[config.mk]
export PLATFORM = sky130hd
export DESIGN_NAME = tws_ctrl_port
export DESIGN_NICKNAME = d
export VERILOG_FILES = /design/src/logic/tws_pkg.sv /design/src/logic/tws_ctrl_port.sv
export SDC_FILE = /design/constraint.sdc
export NUM_CORES = 1
export LEC_CHECK = 0
export ABC_AREA = 1
export BUFFER_PORTS_ARGS = -buffer_cell sky130_fd_sc_hd__buf_2
export CORE_ASPECT_RATIO = 1.75
export CORE_MARGIN = 1.5
export CORE_UTILIZATION = 60
export CTS_BUF_LIST = sky130_fd_sc_hd__clkbuf_16
export DETAILED_ROUTE_END_ITERATION = 10
export GPL_TIMING_DRIVEN = 0
export PLACE_DENSITY = 0.91
export SLEW_MARGIN = 40
export SYNTH_ARGS = -nofsm -noshare
export SYNTH_HDL_FRONTEND = slang
export SYNTH_SLANG_ARGS = --single-unit
[constraint.sdc]
create_clock -name clk_sys -period 2.1 [get_ports clk_sys]
set_clock_uncertainty 0.15 [all_clocks]
set_input_delay 0.105 -clock clk_sys [delete_from_list [all_inputs] [get_ports clk_sys]]
set_output_delay 0.105 -clock clk_sys [all_outputs]
set_load 0.01 [all_outputs]
[src/logic/tws_pkg.sv]
/*
  Constants and types shared by the two-wire control port and its
  clock-generator register bytes. Assumes nothing of its surroundings.
*/
`default_nettype none

package tws_pkg;

  // ---------------------------------------------------------------
  // register byte offsets
  // ---------------------------------------------------------------
  localparam logic [7:0] TWS_PHASE_OFS = 8'h0b;
  localparam logic [7:0] TWS_BAND_OFS = 8'h0c;
  localparam logic [7:0] TWS_PORT_OFS = 8'h0d;
  localparam logic [7:0] TWS_MAX_PTR = 8'h0e;
  localparam logic [7:0] TWS_PTR_RST = 8'h00;

  // ---------------------------------------------------------------
  // field positions
  // ---------------------------------------------------------------
  localparam int TWS_PHASE_LSB = 3;
  localparam int TWS_BAND_LSB = 5;
  localparam int TWS_PUMP_LSB = 2;
  localparam int TWS_SWAP_WR_BIT = 4;
  localparam int TWS_SWAP_RD_BIT = 7;
  localparam int TWS_REV_LSB = 1;

  // ---------------------------------------------------------------
  // values after reset
  // ---------------------------------------------------------------
  localparam logic [4:0] TWS_PHASE_RST = 5'h10;
  localparam logic [1:0] TWS_BAND_RST = 2'h1;
  localparam logic [2:0] TWS_PUMP_RST = 3'h1;
  localparam logic TWS_SWAP_RST = 1'b0;

  // ---------------------------------------------------------------
  // serial protocol
  // ---------------------------------------------------------------
  localparam logic [4:0] TWS_DEV_ADDR_HI = 5'h13;
  localparam logic [3:0] TWS_BITS_PER_BYTE = 4'h8;

  typedef enum logic [6:0] {
    ST_IDLE = 7'h01,
    ST_DEV  = 7'h02,
    ST_REG  = 7'h04,
    ST_WDAT = 7'h08,
    ST_ACK  = 7'h10,
    ST_RDAT = 7'h20,
    ST_MACK = 7'h40
  } tws_state_t;

endpackage

`default_nettype wire

[src/logic/tws_ctrl_port.sv]
/*
  Two-wire serial slave port with the clock-generator and output-port
  control bytes 0Bh..0Dh, plus the first-pixel port steering they drive.
  Assumes scl_in/sda_in are already synchronous to clk_sys and that the
  sda wire is resolved outside from sda_oe_n (low = pull low).
*/
`timescale 1ns/1ns
`default_nettype none

module tws_ctrl_port
  import tws_pkg::*;
#(
  parameter logic [2:0] DIE_REVISION = 3'h2 // arbitrary value
) (
  input wire logic clk_sys,
  input wire logic rst_n,
  input wire logic scl_in,
  input wire logic sda_in,
  output logic sda_out,
  output logic sda_oe_n,
  input wire logic [1:0] bus_address_select_pins,
  input wire logic dual_port_split,
  input wire logic line_sync_lead,
  input wire logic sample_valid,
  output logic port_a_sel,
  output logic port_b_sel,
  output logic [4:0] sampling_phase_step,
  output logic [1:0] oscillator_band_select,
  output logic [2:0] charge_pump_current,
  output logic first_pixel_port_swap
);

  // -----------------------------------------------------------------
  // read decode
  // -----------------------------------------------------------------
  function automatic logic [7:0] reg_read(
    input logic [7:0] addr,
    input logic [4:0] phase,
    input logic [1:0] band,
    input logic [2:0] pump,
    input logic swap
  );
    logic [7:0] v;
    v = 8'h00;
    unique case (addr)
      TWS_PHASE_OFS: v[TWS_PHASE_LSB +: 5] = phase;
      TWS_BAND_OFS: begin
        v[TWS_BAND_LSB +: 2] = band;
        v[TWS_PUMP_LSB +: 3] = pump;
      end
      TWS_PORT_OFS: begin
        v[TWS_SWAP_RD_BIT] = swap;
        v[TWS_REV_LSB +: 3] = DIE_REVISION;
      end
      default: v = 8'h00;
    endcase
    return v;
  endfunction

  tws_state_t state_r, after_ack_r, after_ack;
  logic scl_q_r, sda_q_r, sda_oe_n_r, sda_out_r;
  logic [3:0] cnt_r;
  logic [7:0] rx_r, tx_r, ptr_r, rd_byte;
  logic [4:0] sampling_phase_step_r;
  logic [1:0] oscillator_band_select_r;
  logic [2:0] charge_pump_current_r;
  logic first_pixel_port_swap_r, odd_sample_r, port_a_sel_r, port_b_sel_r;
  logic scl_rise, scl_fall, start_det, stop_det, byte_end;
  logic dev_hit, ack_ok, wr_en, ptr_load, ptr_inc, odd_now;

  // -----------------------------------------------------------------
  // line event detection
  // -----------------------------------------------------------------
  always_ff @(posedge clk_sys) begin
    sda_out_r <= 1'b0; // open drain: only ever pulls low
    if (!rst_n) begin
      scl_q_r <= 1'b1;
      sda_q_r <= 1'b1;
    end else begin
      scl_q_r <= scl_in;
      sda_q_r <= sda_in;
    end
  end

  assign scl_rise = scl_in & ~scl_q_r;
  assign scl_fall = ~scl_in & scl_q_r;
  assign start_det = scl_in & scl_q_r & sda_q_r & ~sda_in;
  assign stop_det = scl_in & scl_q_r & ~sda_q_r & sda_in;
  assign byte_end = scl_fall && (cnt_r == TWS_BITS_PER_BYTE);
  assign dev_hit = rx_r[7:1] == {TWS_DEV_ADDR_HI, bus_address_select_pins};
  assign rd_byte = reg_read(ptr_r, sampling_phase_step_r, oscillator_band_select_r,
                            charge_pump_current_r, first_pixel_port_swap_r);

  // -----------------------------------------------------------------
  // acknowledge decision per received byte
  // -----------------------------------------------------------------
  always_comb begin
    ack_ok = 1'b0;
    after_ack = ST_WDAT;
    unique case (state_r)
      ST_DEV: begin
        ack_ok = dev_hit;
        after_ack = rx_r[0] ? ST_RDAT : ST_REG;
      end
      ST_REG: ack_ok = (rx_r <= TWS_MAX_PTR);
      ST_WDAT: ack_ok = 1'b1;
      default: ack_ok = 1'b0;
    endcase
  end

  assign wr_en = (state_r == ST_WDAT) && byte_end;
  assign ptr_load = (state_r == ST_REG) && byte_end && ack_ok;
  assign ptr_inc = wr_en || ((state_r == ST_RDAT) && byte_end);

  // -----------------------------------------------------------------
  // serial state machine
  // -----------------------------------------------------------------
  always_ff @(posedge clk_sys) begin
    if (!rst_n) begin
      state_r <= ST_IDLE;
      after_ack_r <= ST_IDLE;
      cnt_r <= 4'h0;
      rx_r <= 8'h00;
      tx_r <= 8'h00;
      sda_oe_n_r <= 1'b1;
    end else if (start_det) begin
      state_r <= ST_DEV;
      cnt_r <= 4'h0;
      sda_oe_n_r <= 1'b1;
    end else if (stop_det) begin
      state_r <= ST_IDLE;
      sda_oe_n_r <= 1'b1;
    end else begin
      unique case (state_r)
        ST_IDLE: cnt_r <= 4'h0;
        ST_DEV, ST_REG, ST_WDAT: begin
          if (scl_rise && (cnt_r < TWS_BITS_PER_BYTE)) begin
            rx_r <= {rx_r[6:0], sda_in};
            cnt_r <= cnt_r + 4'h1;
          end else if (byte_end) begin
            cnt_r <= 4'h0;
            after_ack_r <= after_ack;
            if (ack_ok) begin
              state_r <= ST_ACK;
              sda_oe_n_r <= 1'b0;
            end else begin
              state_r <= ST_IDLE;
              sda_oe_n_r <= 1'b1;
            end
          end
        end
        ST_ACK: begin
          if (scl_fall) begin
            state_r <= after_ack_r;
            cnt_r <= 4'h0;
            if (after_ack_r == ST_RDAT) begin
              tx_r <= rd_byte;
              sda_oe_n_r <= rd_byte[7];
            end else begin
              sda_oe_n_r <= 1'b1;
            end
          end
        end
        ST_RDAT: begin
          if (scl_rise) begin
            cnt_r <= cnt_r + 4'h1;
          end else if (byte_end) begin
            state_r <= ST_MACK;
            cnt_r <= 4'h0;
            sda_oe_n_r <= 1'b1;
          end else if (scl_fall) begin
            tx_r <= {tx_r[6:0], 1'b0};
            sda_oe_n_r <= tx_r[6];
          end
        end
        ST_MACK: begin
          if (scl_rise) begin
            if (sda_in) begin
              state_r <= ST_IDLE;
            end else begin
              cnt_r <= 4'h1;
            end
          end else if (scl_fall && (cnt_r == 4'h1)) begin
            state_r <= ST_RDAT;
            cnt_r <= 4'h0;
            tx_r <= rd_byte;
            sda_oe_n_r <= rd_byte[7];
          end
        end
        default: state_r <= ST_IDLE;
      endcase
    end
  end

  // -----------------------------------------------------------------
  // register pointer
  // -----------------------------------------------------------------
  always_ff @(posedge clk_sys) begin
    if (!rst_n) begin
      ptr_r <= TWS_PTR_RST;
    end else if (ptr_load) begin
      ptr_r <= rx_r;
    end else if (ptr_inc && (ptr_r < TWS_MAX_PTR)) begin
      ptr_r <= ptr_r + 8'h01;
    end
  end

  // -----------------------------------------------------------------
  // control fields
  // -----------------------------------------------------------------
  always_ff @(posedge clk_sys) begin
    if (!rst_n) begin
      sampling_phase_step_r <= TWS_PHASE_RST;
      oscillator_band_select_r <= TWS_BAND_RST;
      charge_pump_current_r <= TWS_PUMP_RST;
      first_pixel_port_swap_r <= TWS_SWAP_RST;
    end else if (wr_en) begin
      unique case (ptr_r)
        TWS_PHASE_OFS: sampling_phase_step_r <= rx_r[TWS_PHASE_LSB +: 5];
        TWS_BAND_OFS: begin
          oscillator_band_select_r <= rx_r[TWS_BAND_LSB +: 2];
          charge_pump_current_r <= rx_r[TWS_PUMP_LSB +: 3];
        end
        TWS_PORT_OFS: first_pixel_port_swap_r <= rx_r[TWS_SWAP_WR_BIT];
        default: first_pixel_port_swap_r <= first_pixel_port_swap_r;
      endcase
    end
  end

  // -----------------------------------------------------------------
  // first-pixel port steering
  // -----------------------------------------------------------------
  assign odd_now = line_sync_lead | odd_sample_r;

  always_ff @(posedge clk_sys) begin
    if (!rst_n) begin
      odd_sample_r <= 1'b1;
      port_a_sel_r <= 1'b0;
      port_b_sel_r <= 1'b0;
    end else begin
      if (sample_valid) begin
        odd_sample_r <= ~odd_now;
      end else if (line_sync_lead) begin
        odd_sample_r <= 1'b1;
      end
      if (!sample_valid) begin
        port_a_sel_r <= 1'b0;
        port_b_sel_r <= 1'b0;
      end else if (!dual_port_split) begin
        port_a_sel_r <= 1'b1;
        port_b_sel_r <= 1'b0;
      end else begin
        port_a_sel_r <= odd_now ^ first_pixel_port_swap_r;
        port_b_sel_r <= ~(odd_now ^ first_pixel_port_swap_r);
      end
    end
  end

  assign sda_out = sda_out_r;
  assign sda_oe_n = sda_oe_n_r;
  assign port_a_sel = port_a_sel_r;
  assign port_b_sel = port_b_sel_r;
  assign sampling_phase_step = sampling_phase_step_r;
  assign oscillator_band_select = oscillator_band_select_r;
  assign charge_pump_current = charge_pump_current_r;
  assign first_pixel_port_swap = first_pixel_port_swap_r;
endmodule

`default_nettype wire

==> results.md <==
- dfxtp_1 takes more of the synthesized area than any other cell.
- The share of the clock period used by the worst path is 93.7%.
- The initial antenna violation count came to 0.
- Global routing consumed, over all layers together, 28.8% of the routing resources.
- The synthesized instance count is 453.
- After routing, the total negative slack on setup checks comes to 0 ns.
- The largest net degree at the start of global routing is 16.
- Registers are responsible for 41.4% of the overall power.
- The analysis attributes to cell leakage a power of 1.52 nW.
- The mean routed wirelength per cell is 14.0 um.
- After legalization and detailed placement, the total HPWL measured 5690 um.
- In this run, the combinational gates consume 28.9% of the power.
- The repair_antennas step left the layout with diodes totalling 0.
- The instance count after placement with tap cells included is 527.
- The congestion estimate from routability-driven global placement came to 0.945.
- The worst hold path terminates at port_b_sel.
- After the last flow step, the layout net total stands at 501.
- Synthesis inferred 53 register bits.
- The terminus of the critical flop-to-flop path is ptr_r[4].
- In this run the worst hold path is classified as in -> reg.
- After detailed routing, the number of vias per cell comes to 5.66.
- The post-route worst setup slack is 0.133 ns.
- The maximum frequency from static timing analysis is 508 MHz.
- The buffers plus inverters on the worst setup path is 3.
- The setup slack on the worst flop-to-flop path is 0.13 ns.
- After synthesis, the cell types taking the most area are dfxtp_1 (35%), nand2_1 (12%), nor2_1 (6.6%), a21oi_1 (6.5%), inv_1 (6.4%).
- The cell that appears most often on the critical path is inv_2.
- The worst-path cell with the longest stage delay is dfxtp_2.
- The post-synthesis sequential area ratio is 35.4%.
- The filler-free cell count of the finished design is 539.
- The reported max-cap violation count is 0.
- The number of placement rows is 33.
- The via count of the first global-routing pass was 2,950.
- The kind of cell with the highest combined delay along the critical path is simple AND/OR/NAND/NOR gates.
- The net count after synthesis is 468.
- Yosys mapped the design onto 36 distinct sky130hd cell types.
- In the post-synthesis netlist, the cell with the most instances is nand2_1.
- Compared with the post-synthesis result, the final layout area differs by 12.2%.
- The max-slew violation count is 0.
- In the routed design, unresolved DRC markers number 1.
- In this run the tool buffered the top-level ports with 22 buffer cells.
- Counting flops with a built-in enable in the synthesized netlist gives 0.
- The total wirelength of the detailed-routed design is 7570 um.
- The power density over the cells is 804 nW/um^2.
- The post-CTS clock slew at the launch and capture registers of the worst setup and hold paths is 0.07 ns.
- The smallest clock period supported by the final layout is computed as 1.97 ns.
- The internal power component is 1.74 mW.
- The effective utilization at floorplan is 63.1%.
- The clock tree root buffer cell is clkbuf_16.
- The core area is 4750 um^2.
- The total congestion overflow after global routing is 0.
- The post-detailed-route count of antenna-violating nets is 0.
- The worst stage delay on the critical path is 0.36 ns.
- In this run switching power makes up 35.7% of total power.
- The count of H-tree levels built during CTS is 2.
- The fraction of registers with async set/reset is 0%.
- The top cell type by area accounts for 35.4% of the synthesized area.
- The number of vias after detailed routing is 3,052.
- The startpoint of the worst-slack reg-to-reg timing path is cnt_r[0].
- The chip height is 96.5 um.
- STA classifies the critical path startpoint as a flip-flop.
- After routing the design area is 3360 um^2.
- At the pin with the least slew margin, the transition time is 0.628 ns.
- The total of warnings raised by yosys is 0.
- The CTS tree is yes.
- The worst hold path passes through 4 cells.
- The later-pin clock latency in the skew report is 0.29 ns.
- Setup repair after global routing left no endpoint under its margin.
- The floorplan step defined a die boundary enclosing 5450 um^2.
- In this run the most critical hold path is launched from dual_port_split.
- The run finished, with violations left.
- In this run the mean area of a mapped cell was 6.62 um^2.
- The most used flip-flop cell after synthesis is dfxtp_1.
- The number of cells traversed by the worst register-to-register path is 10.
- The analysis attributes to net switching a power of 0.967 mW.
- TritonCTS created 5 clock buffers.
- The total clock sinks is 53.
- After synthesis, the most frequently instantiated cells are nand2_1 (96), dfxtp_1 (53), nor2_1 (53).
- In this run the cell area of the synthesized design comes to 3000 um^2.
- Setup violations remaining at the end of the flow were counted as 0.
- IR analysis of the VDD net gives a maximum drop of 0.711 mV.
- Hold is met by 0.0585 ns.
- Post-CTS timing repair inserted 0 buffers for setup.
- The number of DRC markers in iteration 0 is 168.
- The pre-CTS setup slack is 0.123 ns.
- The first global-routing pass estimated 12,400 um of wire.
- The top fanout value on the critical path is 6.
- The arrival time at the worst endpoint is 2.06 ns.
- The checks that failed: design-rule violations.
- The portion of total power attributed to the clock network is 29.7%.
- The share of cells above drive strength 1 is 17.7%.
- The final number of hold-violating endpoints is 0.
- The critical path is of the reg -> reg type.
- The pre-antenna-repair detailed-routing pass consisted of 8 iterations.
- In this run the cell area measured after placement is 3170 um^2.
- Traced cell by cell, the critical path runs through inv_1, ha_1, nand3b_1, nor2_4, nand2_2, a21boi_4, inv_2, nor2_1, o211ai_1, inv_2.
- The endpoint kind of the worst setup timing path is a flip-flop.
- At the worst endpoint, the required time is 2.19 ns.
- In this run the horizontal extent of the chip is 56.4 um.
- The total I/O pin count is 24.
- The number of buffers on the longest clock path is 2.
- The worst-case headroom to the max-slew limit is 58.1%.
## layer usage
layer / GRT usage, % / routed length [um] / up-vias
li1: - / - / 1518
met1: 26.6 / 2730 / 1377
met2: 56.4 / 4000 / 118
met3: 5.06 / 402 / 39
met4: 18.8 / 434 / 0
met5: 0 / 0 / -
## tightest hold or removal path, cell delays in order
cell	delay [ns]
buf_2	0.09
a21boi_0	0.10
o21ai_0	0.10
nor2_1	0.05
## per-stage QoR
stage | total power, mW | utilization, %
global placement | 1.87 | 66.8
floorplan | 1.73 | -
global route | 2.83 | 70.9
CTS | 2.69 | 70.6
finish | 2.71 | 70.9
detailed placement | 1.90 | 66.8
## sequential cells by signal, summed over array words and instances (netlist names)
| name | flops |
|---|---|
| first_pixel_port_swap | 1 |
| scl_q_r | 1 |
| port_b_sel | 1 |
| ptr_r | 8 |
| cnt_r | 4 |
| sampling_phase_step | 5 |
| port_a_sel | 1 |
| sda_q_r | 1 |
| sda_oe_n | 1 |
| tx_r | 5 |
| after_ack_r | 4 |
| odd_sample_r | 1 |
| rx_r | 8 |
| oscillator_band_select | 2 |
| state_r | 7 |
| charge_pump_current | 3 |
## power by group through the flow
stage	Clock (mW)	Combinational [mW]	Sequential, mW
after global placement	0	0.729	1.14
after global routing	0.830	0.868	1.13
after floorplan	0	0.594	1.13
after detailed placement	0	0.755	1.14
final	0.803	0.783	1.12
after CTS	0.798	0.769	1.12
## how the worst max path moves through the flow
stage | start | slack (ns) | cells past startpoint | to
global placement | cnt_r[0] | 0.15 | 9 | ptr_r[2]
detailed placement | cnt_r[0] | 0.12 | 9 | ptr_r[2]
global route | cnt_r[0] | 0.0003 | 10 | ptr_r[3]
floorplan | cnt_r[0] | 0.39 | 10 | tx_r[2]
finish | cnt_r[0] | 0.13 | 10 | ptr_r[4]
CTS | scl_in | 0.09 | 10 | ptr_r[2]
## repair_timing
item	4_1_cts	5_1_grt
hold buffers	4	0
gates resized for setup	0	5
hold endpoints to repair	5	0
endpoints found under the setup margin	0	19
## cell families after synthesis
| logic type | count (synthesis) | share of synthesized area, % |
|---|---|---|
| compound gates | 87 | 16.3 |
| buf+inv | 76 | 9.89 |
| flops | 53 | 35.4 |
| xor+xnor | 2 | 0.584 |
| mux | 1 | 0.334 |
| other cells | 1 | 0.125 |
| simple gates | 227 | 34.9 |
| fa+ha+maj | 6 | 2.50 |
## final cells by class
cell class                      count  area, um^2
Multi-Input combinational cell    324        1650
Fill cell                         372        1380
Sequential cell                    53        1060
Inverter                           70         263
Timing Repair Buffer               26         150
Clock buffer                        5         125
Tap cell                           52        65.1
Buffer                              6        33.8
Clock inverter                      3        12.5
## cell usage in the layout, fill, tap and decap left out, drive strengths merged, types with 3 or more instances in the layout
cell / count
a21boi: 3
a21oi: 41
buf: 24
clkbuf: 9
clkinv: 4
dfxtp: 53
dlygate4sd3: 4
ha: 6
inv: 69
nand2: 111
nand3: 39
nor2: 64
nor3: 6
nor3b: 3
o211ai: 8
o21ai: 32
No activity file was read; power rests on OpenSTA's default activity.
